==> config.mk <==
export PLATFORM = sky130hd
export DESIGN_NAME = battery_protect_sequencer
export DESIGN_NICKNAME = d
export VERILOG_FILES = /design/src/hw/fault_timer.v /design/src/hw/battery_protect_sequencer.v
export VERILOG_INCLUDE_DIRS = /design/src /design/src/hw
export SDC_FILE = /design/constraint.sdc
export NUM_CORES = 1
export LEC_CHECK = 0
export ABC_CLOCK_PERIOD_IN_PS = 6950
export BUFFER_PORTS_ARGS = -buffer_cell sky130_fd_sc_hd__buf_4
export CAP_MARGIN = 20
export CELL_PAD_IN_SITES_DETAIL_PLACEMENT = 0
export CELL_PAD_IN_SITES_GLOBAL_PLACEMENT = 2
export CORE_MARGIN = 2
export CORE_UTILIZATION = 30
export CTS_CLUSTER_DIAMETER = 30
export DETAILED_ROUTE_END_ITERATION = 7
export GPL_ROUTABILITY_DRIVEN = 0
export PLACE_DENSITY = 0.62
export SYNTH_ARGS = -nofsm -noshare
export SYNTH_HDL_FRONTEND = slang
export SYNTH_SLANG_ARGS = --single-unit
==> constraint.sdc <==
create_clock -name clk_in -period 6.95 [get_ports clk_in]
set_clock_uncertainty 0.15 [all_clocks]
set_input_delay 1.0425 -clock clk_in [delete_from_list [all_inputs] [get_ports clk_in]]
set_output_delay 1.0425 -clock clk_in [all_outputs]
set_load 0.03 [all_outputs]
==> src/hw/protect_map.vh <==
`ifndef PROTECT_MAP_VH
`define PROTECT_MAP_VH
// Clock rate in kHz (20 MHz)
`define CLK_KHZ 20000
// Delay figures in microseconds, nominal
`define OC_DET_US 1000000
`define OC_REL_US 16000
`define OD_DET_US 128000
`define OD_REL_US 1200
`define EDC_DET_US 12000
`define EDC_REL_US 1200
`define ECC_DET_US 8000
`define ECC_REL_US 1200
`define SHORT_DET_US 300
// Shortening divisor in test mode, at counter width so the quotient is not cut
`define SHORT_DIV 25'h3c
// Cycle counts of the nominal figures at 20 MHz; sized so no 32-bit product can overflow
`define OC_DET_CNT 25'h1312d00
`define OC_REL_CNT 25'h4e200
`define OD_DET_CNT 25'h271000
`define OD_REL_CNT 25'h5dc0
`define EDC_DET_CNT 25'h3a980
`define EDC_REL_CNT 25'h5dc0
`define ECC_DET_CNT 25'h27100
`define ECC_REL_CNT 25'h5dc0
`define SHORT_DET_CNT 25'h1770
`define CNT_W 25
`endif

==> src/hw/fault_timer.v <==
`default_nettype none
// Qualifies one condition: done only after it has held for limit cycles
module fault_timer #(
	parameter W = 25
) (
	input wire clk_in,
	input wire arst_n_in,
	input wire cond_in,
	input wire [W-1:0] limit_in,
	output reg done_out
);
	reg [W-1:0] cnt_q;
	// Restart on any gap so only an uninterrupted interval counts
	always @(posedge clk_in or negedge arst_n_in) begin
		if (!arst_n_in) begin
			cnt_q <= {W{1'b0}};
			done_out <= 1'b0;
		end else if (!cond_in) begin
			cnt_q <= {W{1'b0}};
			done_out <= 1'b0;
		end else if (cnt_q + 1'b1 >= limit_in) begin
			done_out <= 1'b1;
		end else begin
			cnt_q <= cnt_q + 1'b1;
		end
	end
endmodule
`default_nettype wire

==> src/hw/battery_protect_sequencer.v <==
`include "protect_map.vh"
`default_nettype none
// Function
// - Charge switch goes low after over-charge or excess charge current persists.
// - Discharge switch goes low after over-discharge or excess discharge current persists.
// - Over-charge detect delay nominally one second.
// - Over-charge release delay nominally sixteen milliseconds.
// - Over-discharge detect delay nominally 128 milliseconds.
// - Over-discharge release delay nominally 1.2 milliseconds.
// - Excess discharge current detect delay nominally twelve milliseconds.
// - Excess discharge current release delay nominally 1.2 milliseconds.
// - Excess charge current detect delay nominally eight milliseconds.
// - Excess charge current release delay nominally 1.2 milliseconds.
// - Short circuit drops discharge switch after nominally 300 microseconds.
// - Excess discharge or short fault clears once load disconnects.
// - Over-charge clears when charger removed, load present, voltage below threshold.
// - With charger kept connected, over-charge clears when voltage below threshold.
// - Over-discharge clears with charger connected and voltage above threshold.
// - Hysteresis variant needs voltage at or above separate release level.
// - After over-discharge, halt timers for minimum-current standby.
// - Test input with charge switch high shortens over-charge and over-discharge delays, about 1/60.
module battery_protect_sequencer #(
	parameter HYST_VARIANT = 1,
	parameter [24:0] OC_DET_CYC = `OC_DET_CNT,
	parameter [24:0] OC_REL_CYC = `OC_REL_CNT,
	parameter [24:0] OD_DET_CYC = `OD_DET_CNT,
	parameter [24:0] OD_REL_CYC = `OD_REL_CNT,
	parameter [24:0] EDC_DET_CYC = `EDC_DET_CNT,
	parameter [24:0] EDC_REL_CYC = `EDC_REL_CNT,
	parameter [24:0] ECC_DET_CYC = `ECC_DET_CNT,
	parameter [24:0] ECC_REL_CYC = `ECC_REL_CNT,
	parameter [24:0] SHORT_DET_CYC = `SHORT_DET_CNT
) (
	input wire clk_in,
	input wire arst_n_in,
	input wire upper_cell_overcharge_level_in,
	input wire lower_cell_overcharge_level_in,
	input wire upper_cell_overdischarge_level_in,
	input wire lower_cell_overdischarge_level_in,
	input wire overdischarge_release_level_in,
	input wire excess_discharge_current_in,
	input wire excess_charge_current_in,
	input wire short_circuit_in,
	input wire charger_present_in,
	input wire load_present_in,
	input wire delay_shorten_in,
	output reg charge_switch_out,
	output reg discharge_switch_out,
	output reg standby_out
);
	localparam W = `CNT_W;
	localparam NS = 10;
	////////////////////////////////////////////////////////////////////
	// Two-flop synchronisers for all comparator and sense inputs
	reg [NS-1:0] meta_q;
	reg [NS-1:0] sync_q;
	wire [NS-1:0] raw_w = {upper_cell_overcharge_level_in, lower_cell_overcharge_level_in,
		upper_cell_overdischarge_level_in, lower_cell_overdischarge_level_in,
		overdischarge_release_level_in, excess_discharge_current_in,
		excess_charge_current_in, short_circuit_in, charger_present_in, delay_shorten_in};
	always @(posedge clk_in or negedge arst_n_in) begin
		if (!arst_n_in) begin
			meta_q <= {NS{1'b0}};
			sync_q <= {NS{1'b0}};
		end else begin
			meta_q <= raw_w;
			sync_q <= meta_q;
		end
	end
	reg load_meta_q;
	reg load_q;
	// Load sense synchronised apart, idle level is load present
	always @(posedge clk_in or negedge arst_n_in) begin
		if (!arst_n_in) begin
			load_meta_q <= 1'b1;
			load_q <= 1'b1;
		end else begin
			load_meta_q <= load_present_in;
			load_q <= load_meta_q;
		end
	end
	wire oc_w = sync_q[9] | sync_q[8];
	wire od_w = sync_q[7] | sync_q[6];
	wire od_rel_lvl_w = sync_q[5];
	wire edc_w = sync_q[4];
	wire ecc_w = sync_q[3];
	wire short_w = sync_q[2];
	wire charger_w = sync_q[1];
	wire shorten_raw_w = sync_q[0];

	////////////////////////////////////////////////////////////////////
	// Fault state
	reg oc_q;
	reg od_q;
	reg edc_q;
	reg ecc_q;
	reg sc_q;
	// Test mode only while the charge switch is on
	wire shorten_w = shorten_raw_w & charge_switch_out;
	// Halt the detect timers and over-charge release timing once over-discharge latched
	wire halt_w = od_q;

	// Shortened limits, never below one cycle
	function [W-1:0] lim;
		input [W-1:0] nominal;
		input sh;
		reg [W-1:0] q;
		begin
			q = nominal / `SHORT_DIV;
			if (!sh)
				lim = nominal;
			else if (q == {W{1'b0}})
				lim = {{(W-1){1'b0}}, 1'b1};
			else
				lim = q;
		end
	endfunction

	////////////////////////////////////////////////////////////////////
	// Release conditions
	// Over-charge: voltage back below threshold, charger gone with load, or charger kept
	wire oc_rel_cond_w = oc_q & ~oc_w & ((~charger_w & load_q) | charger_w);
	// Over-discharge: charger present and voltage above the chosen release level
	wire od_above_w = HYST_VARIANT ? od_rel_lvl_w : ~od_w;
	wire od_rel_cond_w = od_q & charger_w & od_above_w;
	// Current faults: load removed clears discharge and short faults, charge current gone clears the charge fault
	wire edc_rel_cond_w = edc_q & ~load_q & ~edc_w;
	wire ecc_rel_cond_w = ecc_q & ~ecc_w;
	wire sc_rel_cond_w = sc_q & ~load_q;

	////////////////////////////////////////////////////////////////////
	// Timers, one instance per qualified condition
	wire oc_det_w;
	wire oc_rel_w;
	wire od_det_w;
	wire od_rel_w;
	wire edc_det_w;
	wire edc_rel_w;
	wire ecc_det_w;
	wire ecc_rel_w;
	wire sc_det_w;
	// Detect conditions; all but over-discharge stop while halted to save current
	wire oc_det_cond_w = oc_w & ~oc_q & ~halt_w;
	wire od_det_cond_w = od_w & ~od_q;
	wire edc_det_cond_w = edc_w & ~edc_q & ~halt_w;
	wire ecc_det_cond_w = ecc_w & ~ecc_q & ~halt_w;
	wire sc_det_cond_w = short_w & ~sc_q & ~halt_w;
	// Over-charge release timing also stops while halted
	wire oc_rel_run_w = oc_rel_cond_w & ~halt_w;
	// Limits of the two shortenable faults, picked afresh each cycle
	wire [W-1:0] oc_det_lim_w = lim(OC_DET_CYC, shorten_w);
	wire [W-1:0] oc_rel_lim_w = lim(OC_REL_CYC, shorten_w);
	wire [W-1:0] od_det_lim_w = lim(OD_DET_CYC, shorten_w);
	wire [W-1:0] od_rel_lim_w = lim(OD_REL_CYC, shorten_w);

	// Over-charge detect
	fault_timer #(
		.W(W)
	) t_oc_det (
		.clk_in(clk_in),
		.arst_n_in(arst_n_in),
		.cond_in(oc_det_cond_w),
		.limit_in(oc_det_lim_w),
		.done_out(oc_det_w)
	);

	// Over-charge release
	fault_timer #(
		.W(W)
	) t_oc_rel (
		.clk_in(clk_in),
		.arst_n_in(arst_n_in),
		.cond_in(oc_rel_run_w),
		.limit_in(oc_rel_lim_w),
		.done_out(oc_rel_w)
	);

	// Over-discharge detect
	fault_timer #(
		.W(W)
	) t_od_det (
		.clk_in(clk_in),
		.arst_n_in(arst_n_in),
		.cond_in(od_det_cond_w),
		.limit_in(od_det_lim_w),
		.done_out(od_det_w)
	);

	// Over-discharge release, left running in standby like the current-fault release timers
	fault_timer #(
		.W(W)
	) t_od_rel (
		.clk_in(clk_in),
		.arst_n_in(arst_n_in),
		.cond_in(od_rel_cond_w),
		.limit_in(od_rel_lim_w),
		.done_out(od_rel_w)
	);

	// Excess discharge current detect
	fault_timer #(
		.W(W)
	) t_edc_det (
		.clk_in(clk_in),
		.arst_n_in(arst_n_in),
		.cond_in(edc_det_cond_w),
		.limit_in(EDC_DET_CYC),
		.done_out(edc_det_w)
	);

	// Excess discharge current release
	fault_timer #(
		.W(W)
	) t_edc_rel (
		.clk_in(clk_in),
		.arst_n_in(arst_n_in),
		.cond_in(edc_rel_cond_w),
		.limit_in(EDC_REL_CYC),
		.done_out(edc_rel_w)
	);

	// Excess charge current detect
	fault_timer #(
		.W(W)
	) t_ecc_det (
		.clk_in(clk_in),
		.arst_n_in(arst_n_in),
		.cond_in(ecc_det_cond_w),
		.limit_in(ECC_DET_CYC),
		.done_out(ecc_det_w)
	);

	// Excess charge current release
	fault_timer #(
		.W(W)
	) t_ecc_rel (
		.clk_in(clk_in),
		.arst_n_in(arst_n_in),
		.cond_in(ecc_rel_cond_w),
		.limit_in(ECC_REL_CYC),
		.done_out(ecc_rel_w)
	);

	// Short circuit detect; its release needs no timer, only the load gone
	fault_timer #(
		.W(W)
	) t_sc_det (
		.clk_in(clk_in),
		.arst_n_in(arst_n_in),
		.cond_in(sc_det_cond_w),
		.limit_in(SHORT_DET_CYC),
		.done_out(sc_det_w)
	);

	////////////////////////////////////////////////////////////////////
	// Fault flags: detect sets, qualified release clears; the short flag clears as soon as the load is gone
	always @(posedge clk_in or negedge arst_n_in) begin
		if (!arst_n_in) begin
			oc_q <= 1'b0;
			od_q <= 1'b0;
			edc_q <= 1'b0;
			ecc_q <= 1'b0;
			sc_q <= 1'b0;
		end else begin
			if (oc_det_w)
				oc_q <= 1'b1;
			else if (oc_rel_w)
				oc_q <= 1'b0;
			if (od_det_w)
				od_q <= 1'b1;
			else if (od_rel_w)
				od_q <= 1'b0;
			if (edc_det_w)
				edc_q <= 1'b1;
			else if (edc_rel_w)
				edc_q <= 1'b0;
			if (ecc_det_w)
				ecc_q <= 1'b1;
			else if (ecc_rel_w)
				ecc_q <= 1'b0;
			if (sc_det_w)
				sc_q <= 1'b1;
			else if (sc_rel_cond_w)
				sc_q <= 1'b0;
		end
	end

	////////////////////////////////////////////////////////////////////
	// Switch outputs, registered; high means switch on
	always @(posedge clk_in or negedge arst_n_in) begin
		if (!arst_n_in) begin
			charge_switch_out <= 1'b1;
			discharge_switch_out <= 1'b1;
			standby_out <= 1'b0;
		end else begin
			charge_switch_out <= ~(oc_q | ecc_q);
			discharge_switch_out <= ~(od_q | edc_q | sc_q);
			standby_out <= halt_w;
		end
	end
endmodule
`default_nettype wire

# --- After elaboration in Yosys (flattened, before gate mapping) ---
# Cells that the tools add are included.
# W data, S select, Z words.
word_totals:
  reg_bits: 264
  in_bits: 13
  out_inout_bits: 3
  wordCells: 159
classes:
  addsub: 9
  magnitude_cmp: 9
  n_eq_ne: 18
  muxes: 50
  n_bitwise: 38
  reduce_logical: 5
op_table:
  columns: ["cell", "count"]
  rows:
  - ["$mux W25", 19]
  - ["$add A25 B1 Y25 const B", 9]
  - ["$ge A25 B15 Y1 const B", 2]
  - ["$ge A25 B18 Y1 const B", 2]
  - ["$ne A2 B2 Y1 const B", 18]
  - ["$mux W1", 28]
  - ["$ge A25 B13 Y1 const B", 1]
  - ["$ge A25 B15 Y1", 1]
  - ["$ge A25 B19 Y1", 1]
  - ["$ge A25 B22 Y1", 1]
  - ["$ge A25 B25 Y1", 1]
  - ["$mux W22", 1]
  - ["$and A1 B1 Y1", 20]
  - ["$mux W19", 1]
  - ["$mux W15", 1]
  - ["$not A1 Y1", 12]
  - ["$reduce_bool A2 Y1", 5]
  - ["$or A1 B1 Y1", 6]

# --- Logic depth before layout (Yosys ltp) ---
# Gate-level depths: netlist (run 1).
depth:
  ltp_word: 6
  mapped_depth: 17
  mapped_depth_nobuf: 14

# --- Modules after synthesis ---
# From an unflattened synthesis (run 1), not the netlist that was laid out.
hier_totals:
  hier_cells: 2596
  area_unflattened_um2: 22417.8
by_module_without_submodules:
  columns: ["module", "n_inst", "cells_each", "area_each_um2", "seq_area_each_um2"]
  rows:
  - ["fault_timer", 9, 282, 2388.5, 650.6]
  - ["battery_protect_sequencer", 1, 58, 920.9, 755.7]

# --- Least setup slack after synthesis (run 1) ---
# OpenSTA, ideal clock, no wires.
synth_path:
  path_type: "register to register"
  startpoint: "reg charge_switch_out"
  endpoint: "reg t_oc_det.cnt_q[20]"
  setup_ns: 0.136
  arrival_ns: 3.671
  slack_ns: 2.993
  stages_incl_launch_ff: 13
  synth_period_minus_slack_ns: 3.957
  cell_sequence: "dfstp_2 > nand2_1 > inv_1 > ha_1 > and4b_1 > a31o_2 > a311o_1 > a32oi_1 > o21ai_1 > clkbuf_1 > clkbuf_1 > o31ai_1 > a21oi_1"
synth_via:
  elab_chain_len: 4
synth_lines:
  columns: ["item", "line", "text"]
  rows:
  - ["from (decl)", "battery_protect_sequencer.v:47", "output reg charge_switch_out,"]
  - ["from (signal assigned)", "battery_protect_sequencer.v:296", "charge_switch_out <= ~(oc_q | ecc_q);"]
  - ["$and A1 B1 Y1", "battery_protect_sequencer.v:99", "wire shorten_w = shorten_raw_w & charge_switch_out;"]
  - ["$mux W25", "battery_protect_sequencer.v:110", "if (!sh)"]
  - ["$ge A25 B25 Y1", "fault_timer.v:21", "end else if (cnt_q + 1'b1 >= limit_in) begin"]
  - ["$ne A2 B2 Y1 (no line)", null, null]
  - ["to (signal assigned)", "fault_timer.v:16", "cnt_q <= {W{1'b0}};"]
  - ["to (signal assigned)", "fault_timer.v:19", "cnt_q <= {W{1'b0}};"]
  - ["to (signal assigned)", "fault_timer.v:24", "cnt_q <= cnt_q + 1'b1;"]
  - ["to (decl)", "fault_timer.v:12", "reg [W-1:0] cnt_q;"]
# No other way between the ends.
# A chain may end at the register's enable or synchronous reset.

# --- Worst setup path in the final report (run 1) ---
layout_path:
  startpoint: "reg t_oc_det.cnt_q[7]"
  endpoint: "reg t_oc_det.cnt_q[15]"
layout_via:
  elab_chain_len: 3
layout_lines:
  columns: ["item", "line"]
  rows:
  - ["$add A25 B1 Y25 *", "fault_timer.v:21, fault_timer.v:24"]
  - ["$ge A25 B25 Y1 or $mux W25 (tied branches)", "fault_timer.v:21"]
  - ["$ne A2 B2 Y1 (no line) or $mux W25 (tied branches)", null]
# Every way passes the cells marked *; elsewhere a longest branch is shown, timed or not. The select of a mux whose other input is x is not followed.

==> out/qor.yml, run 1 <==
worst_hold_path:
  min_path_cells: 0
  hp-start: "meta_q[8]$_DFF_PN0_"
  min_to: "sync_q[8]$_DFF_PN0_"
  hold_class: "flip-flop to flip-flop"
critical_path:
  cp-start-kind: "flip-flop"
  regToRegStartpoint: "t_oc_det.cnt_q[7]$_DFFE_PN0P_"
  cp_max_fo: 39
  cp.arrival_ns: 5.14
  r2r_end: "t_oc_det.cnt_q[15]$_DFFE_PN0P_"
  worst_ep_required_time_ns: 7.32
  reg2reg_depth: 14
  ff2ff_setup_slack_ns: 2.18
  path_class: "flip-flop to flip-flop"
  cp-end-kind: "flip-flop"
timing:
  setup_viol: 0
  min_period_ns: 4.77
  slew_headroom_pct: 28.5
  grt_setup_unrepaired: "no"
  post-route-period-util_pct: 68.7
  drv_slew: 0
  hold_violations: 0
  fin_setup_tns_ns: 0
  fmax_mhz: 210
  setup_ws_ns: 2.18
  worst_pin_slew_ns: 1.07
cells_and_area:
  postLayoutCoreUtil_pct: 37.5
  nets: 1907
  syn_to_final_growth_pct: 23.4
  postLayoutCellArea_um2: 20200
  final_layout_size_suffix_gt1_share_pct: 11.7
  num_antenna_cells: 0
yosys:
  async_flop_share_pct: 100
  synth.top_cells.by_count: "dfrtp_1, nand2_1, nor2_1"
  synth_top_area_share_pct: 39.7
  synth_seq_area_share_pct: 40.4
  ys_ff_latch: 264
  synthCells: 1822
  yosysMostFrequentCell: "dfrtp_1"
  ys_warn_count: 0
  synthTopCellsByArea: "dfrtp_1, ha_1, xnor2_1, a21oi_1, and3_1"
  ys.flop_type: "dfrtp_1"
  synth_nets: 1887
  synth_edf_count: 0
  yosysUniqueCellTypes: 88
  avgSynthCellArea_um2: 8.99
  mappedNetlistArea_um2: 16400
  post-synth-top-area-cell: "dfrtp_1"
floorplanning:
  rows: 85
  core-area_um2: 53900
  start_util_pct: 30.4
  die_area_um2: 56500
  io_pins: 16
  die_h_um: 238
  die_w_um: 238
global_route:
  antenna_found_initial: 0
  grt_pass1_wl_um: 72600
  grt_pass1_vias: 13879
  grt_max_degree: 144
  gr-total-overflow: 0
  track_usage_pct: 15.6
job:
  drv_cap: 0
drt:
  drt_wl_total_um: 42900
  post_drt_via_cell_ratio: 5.38
  drt_iter0_drc: 833
  firstDrtPassIters: 5
  drc: 0
  post_drt_wl_per_cell_um: 16.5
  dr_total_vias: 14030
  ant_nets: 0
clocking:
  cts_tree: "built"
  cts_buffer_depth: 3
  cts_setup_buffers: 0
  root_buffer: "clkbuf_16"
  clk_pin_slew_ns: 0.04
  htreeDepth: 3
  clk-insertion-delay-late_ns: 0.62
  clock-sinks: 264
  ctsHoldBuffers: 0
  cts.repair.resized: 0
  cts_buffers: 87
placement:
  dp_hpwl_um: 27400
  port_buffers: 15
  placed_area_um2: 17100
  dpl_worst_slack_ns: 2.19
status:
  status: "complete, no violations"
power_and_ir_drop:
  p_per_area_nw_per_um2: 292
  irDropWorstVdd_v: 0.000220
  p_leak_nw: 8.43
-- where the power goes --
group / total [mW] / internal (mW) / switching [mW]
Sequential: 1.63 / 1.58 / 0.0497
Combinational: 0.230 / 0.0836 / 0.147
Clock: 4.05 / 2.91 / 1.14
Total: 5.91 / 4.57 / 1.34
-- layer usage --
| metal | part of all wire (%) | global-route usage [%] |
|---|---|---|
| met4 | 2.4 | 5.34 |
| met3 | 3.7 | 3.53 |
| met1 | 49 | 21.5 |
| met2 | 45 | 24.0 |
| met5 | 0 | 0 |
-- state kept, by name, indices dropped and copies added, names as in the netlist, 10 cells and up --
register and flops:
t_edc_det.cnt_q 25, t_od_rel.cnt_q 25, t_edc_rel.cnt_q 25, t_ecc_rel.cnt_q 25
meta_q 10, t_oc_rel.cnt_q 25, t_od_det.cnt_q 25, t_oc_det.cnt_q 25
t_ecc_det.cnt_q 25, sync_q 10, t_sc_det.cnt_q 25
-- metrics by stage --
| step | hold slack [ns] | power, mW | cells |
|---|---|---|---|
| detailed placement | 0.185 | 1.88 | 2447 |
| global placement | 0.183 | 1.88 | 2446 |
| global route | 0.192 | 6.15 | 2608 |
| CTS | 0.190 | 6.01 | 2606 |
| floorplan | 0.181 | 1.79 | 1822 |
| finish | 0.188 | 5.91 | 2608 |
-- layout by cell type, fill, tap and decap left out, types with 39 or more instances in the layout --
cell type	n
nand2_1	141
ha_1	52
nor2_1	121
o21ai_0	74
and3_1	87
xor2_1	45
a21oi_1	117
nand3_1	94
dfrtp_1	260
nor3_1	45
or3_1	68
nand4_1	54
clkbuf_16	87
nor4_1	39
xnor2_1	67
or4_1	50
-- critical path, cell delays in order, from the launching register on --
cell       delay (ns)
dfrtp_1          0.45
nand3_1          0.23
nor3_1           0.76
nand3_1          0.34
xnor2_1          0.21
ha_1             0.35
inv_1            0.07
nor4_1           0.04
a2111oi_0        0.39
nand3b_1         0.15
a221oi_2         0.51
o21ai_2          0.09
buf_4            0.27
or4_1            0.50
a21oi_1          0.16
-- cells by family after synthesis --
family,share of synthesized area (%)
and+or+nand+nor,28.5
AOI/OAI and AO/OA,15.8
DFF,40.4
buffers and inverters,3.37
xor gates and xnor gates,5.99
adders and majority gates,3.97
muxes,1.92
-- area by class of cell --
| cell class | instances | area [µm²] |
|---|---|---|
| Multi-Input combinational cell | 1422 | 9230 |
| Timing Repair Buffer | 29 | 258 |
| Clock buffer | 120 | 2510 |
| Sequential cell | 264 | 6610 |
| Tap cell | 696 | 871 |
| Clock inverter | 39 | 587 |
| Inverter | 38 | 143 |
| Fill cell | 5383 | 33700 |
-- worst max path at each step --
stage,cells past startpoint,endpoint,from,slack [ns]
final,14,t_oc_det.cnt_q[15]$_DFFE_PN0P_,t_oc_det.cnt_q[7]$_DFFE_PN0P_,2.18
after global routing,14,t_oc_det.cnt_q[15]$_DFFE_PN0P_,t_oc_det.cnt_q[7]$_DFFE_PN0P_,1.72
after CTS,14,t_oc_det.cnt_q[15]$_DFFE_PN0P_,t_oc_det.cnt_q[7]$_DFFE_PN0P_,2.16
after detailed placement,14,t_oc_det.cnt_q[15]$_DFFE_PN0P_,t_oc_det.cnt_q[7]$_DFFE_PN0P_,2.19
after global placement,14,t_oc_det.cnt_q[15]$_DFFE_PN0P_,t_oc_det.cnt_q[7]$_DFFE_PN0P_,2.28
after floorplan,12,t_oc_det.cnt_q[20]$_DFFE_PN0P_,charge_switch_out$_DFF_PN1_,2.99
Note: power is estimated with default switching activity, not from simulation.
==> run 2, diff against run 1 <==
Settings changed: ABC_CLOCK_PERIOD_IN_PS 6950 to 4800.
Clock period 6.95 ns to 4.8 ns, I/O delays scaled along.
==> out/qor.yml, run 2 (synthesized netlist as in run 1, its figures left out) <==
global_route:
  grt_max_degree: 102  # was 144
  gr-total-overflow: 0  # unchanged
  use_met3_pct: 3.25  # was 3.53%
  grt_pass1_vias: 13918  # was 13879
  track_usage_pct: 15.7  # was 15.6%
  met2_usage_pct: 23.6  # was 24.0%
  grt_most_used_layer: "met2"  # unchanged
  antenna_found_initial: 0  # unchanged
  grt.met1_usage_pct: 22.3  # was 21.5%
  grt_pass1_wl_um: 73300  # was 72600 µm
worst_hold_path:
  min_to: "meta_q[5]$_DFF_PN0_"  # was sync_q[8]$_DFF_PN0_
  hp-start: "overdischarge_release_level_in"  # was meta_q[8]$_DFF_PN0_
  min_path_cells: 1  # was 0
  hold_class: "input port to flip-flop"  # was flip-flop to flip-flop
critical_path:
  cpMaxStageDelayCell: "or3_1"  # was nor3_1
  cp_cell_sequence: "nand3_1 -> or3_1 -> nor2_1 -> nand3_1 -> xnor2_1 -> ha_1 -> nand3_1 -> or4_1 -> a31oi_1 -> o2111a_1 -> buf_4 -> or4_1 -> mux2_1"  # was nand3_1 -> nor3_1 -> nand3_1 -> xnor2_1 -> ha_1 -> inv_1 -> nor4_1 -> a2111oi_0 -> nand3b_1 -> a221oi_2 -> o21ai_2 -> buf_4 -> or4_1 -> a21oi_1
  path_class: "flip-flop to flip-flop"  # unchanged
  cp_common_cell: "nand3_1"  # unchanged
  ff2ff_setup_slack_ns: 0.39  # was 2.18 ns
  cp.arrival_ns: 4.73  # was 5.14 ns
  cp-end-kind: "flip-flop"  # unchanged
  reg2reg_depth: 13  # was 14
  regToRegStartpoint: "t_od_det.cnt_q[2]$_DFFE_PN0P_"  # was t_oc_det.cnt_q[7]$_DFFE_PN0P_
  crit_path_max_incr_delay_ns: 0.59  # was 0.76 ns
  cp_max_fo: 16  # was 39
  r2r_end: "t_od_det.cnt_q[19]$_DFFE_PN0P_"  # was t_oc_det.cnt_q[15]$_DFFE_PN0P_
  cp-start-kind: "flip-flop"  # unchanged
  worst_ep_required_time_ns: 5.12  # was 7.32 ns
clocking:
  htreeDepth: 3  # unchanged
  ctsHoldBuffers: 1  # was 0
  cts.repair.resized: 0  # unchanged
  root_buffer: "clkbuf_16"  # unchanged
  cts_buffer_depth: 3  # unchanged
  cts_setup_buffers: 0  # unchanged
  clock-sinks: 264  # unchanged
  cts_tree: "built"  # unchanged
  clk_pin_slew_ns: 0.04  # about the same
  clk-insertion-delay-late_ns: 0.61  # was 0.62 ns
  cts_buffers: 84  # was 87
floorplanning:
  rows: 85  # unchanged
  die_area_um2: 56500  # unchanged
  core-area_um2: 53900  # unchanged
  start_util_pct: 30.4  # unchanged
  io_pins: 16  # unchanged
  die_w_um: 238  # unchanged
  die_h_um: 238  # unchanged
timing:
  min_period_ns: 4.41  # was 4.77 ns
  worst_pin_slew_ns: 1.03  # was 1.07 ns
  setup_viol: 0  # unchanged
  hold_violations: 0  # unchanged
  drv_slew: 0  # unchanged
  fin_setup_tns_ns: 0  # unchanged
  slew_headroom_pct: 30.8  # was 28.5%
  grt_setup_unrepaired: "no"  # unchanged
  post-route-period-util_pct: 91.8  # was 68.7%
  fmax_mhz: 227  # was 210 MHz
placement:
  placed_area_um2: 17300  # was 17100 µm²
  port_buffers: 15  # unchanged
  dp.cells: 2471  # was 2447
  dp_hpwl_um: 28300  # was 27400 µm
cells_and_area:
  layoutNonFillerInstCount: 2629  # was 2608
  final_layout_size_suffix_gt1_share_pct: 12.7  # was 11.7%
  final_cell_mix: "dfrtp_1, nand2_1, nor2_1"  # unchanged
  nets: 1929  # was 1907
  final_common_cell: "dfrtp_1"  # unchanged
  num_antenna_cells: 0  # unchanged
  postLayoutCellArea_um2: 20300  # was 20200 µm²
  syn_to_final_growth_pct: 23.7  # was 23.4%
power_and_ir_drop:
  p_switching_mw: 1.93  # was 1.34 mW
  p_leak_nw: 8.49  # was 8.43 nW
  clockPowerShare_pct: 67.7  # was 68.5%
  p_seq_share_pct: 28.3  # was 27.6%
  combPwrFrac_pct: 4.0  # was 3.9%
  p_total_mw: 8.34  # was 5.91 mW
  irDropWorstVdd_v: 0.000417  # was 0.000220 V
  internal-power_mw: 6.41  # was 4.57 mW
  p_per_area_nw_per_um2: 412  # was 292 nW/µm²
  sw_frac_of_total_pct: 23.1  # was 22.7%
drt:
  drc: 0  # unchanged
  drt_iter0_drc: 777  # was 833
  firstDrtPassIters: 5  # unchanged
  drt_wl_total_um: 43200  # was 42900 µm
  dr_total_vias: 14117  # was 14030
  post_drt_wl_per_cell_um: 16.4  # was 16.5 µm
  post_drt_via_cell_ratio: 5.37  # was 5.38
  ant_nets: 0  # unchanged
job:
  drv_cap: 0  # unchanged
status:
  status: "complete, no violations"  # unchanged
[run 2: cell count changes in the layout (fill, tap and decap cells not counted), moves of 3 or more]
cell and delta:
clkbuf_8 -12, clkinv_2 +6, clkbuf_1 -3, buf_4 +23
clkinv_4 +4
[run 2: final cells by class]
type / instances / area, µm²
clock buffer: 103 / 2280
timing repair buffer: 54 / 460
tap: 696 / 871
fill: 5399 / 33700
inverter: 38 / 143
clock inverter: 52 / 668
multi-input combinational: 1422 / 9220
sequential: 264 / 6610
[run 2: how the worst max path moves through the flow]
stage | slack, ns | depth (start not counted) | endpoint | from
after floorplan | 0.84 | 12 | t_oc_det.cnt_q[20]$_DFFE_PN0P_ | charge_switch_out$_DFF_PN1_
after global placement | 0.44 | 13 | t_od_det.cnt_q[23]$_DFFE_PN0P_ | t_od_det.cnt_q[2]$_DFFE_PN0P_
after detailed placement | 0.44 | 13 | t_od_det.cnt_q[19]$_DFFE_PN0P_ | t_od_det.cnt_q[2]$_DFFE_PN0P_
after CTS | 0.41 | 13 | t_od_det.cnt_q[19]$_DFFE_PN0P_ | t_od_det.cnt_q[2]$_DFFE_PN0P_
after global routing | 0.16 | 15 | t_oc_det.cnt_q[15]$_DFFE_PN0P_ | t_oc_det.cnt_q[7]$_DFFE_PN0P_
final | 0.39 | 13 | t_od_det.cnt_q[19]$_DFFE_PN0P_ | t_od_det.cnt_q[2]$_DFFE_PN0P_
[run 2: worst max-delay path, delay by kind of cell (launching register included)]
family | cells | cell delay [ns]
buf+inv | 1 | 0.20
xor+xnor | 1 | 0.17
flops | 1 | 0.55
simple gates | 7 | 2.10
fa+ha+maj | 1 | 0.31
compound gates | 2 | 0.47
mux | 1 | 0.31
[run 2: power by group through the flow]
stage / Clock, mW / Sequential (mW) / Combinational, mW
after floorplan: 0 / 2.35 / 0.246
after global placement: 0 / 2.39 / 0.338
after detailed placement: 0 / 2.39 / 0.340
after CTS: 5.79 / 2.36 / 0.343
after global routing: 5.95 / 2.37 / 0.389
final: 5.65 / 2.36 / 0.333
[run 2: metrics by stage]
stage | setup WS (ns) | utilization (%) | hold WS [ns]
finish | 0.392 | 37.6 | 0.0693
global route | 0.163 | 37.6 | 0.0374
detailed placement | 0.443 | 32.0 | 0.186
CTS | 0.410 | 37.5 | 0.0256
floorplan | 0.843 | - | 0.181
global placement | 0.441 | 32.0 | 0.185
[run 2: routing by layer]
layer,vias to the layer above,share of wire [%]
met5,-,0
met4,0,1.9
met3,62,3.9
met2,218,44
met1,6864,50
li1,6973,-
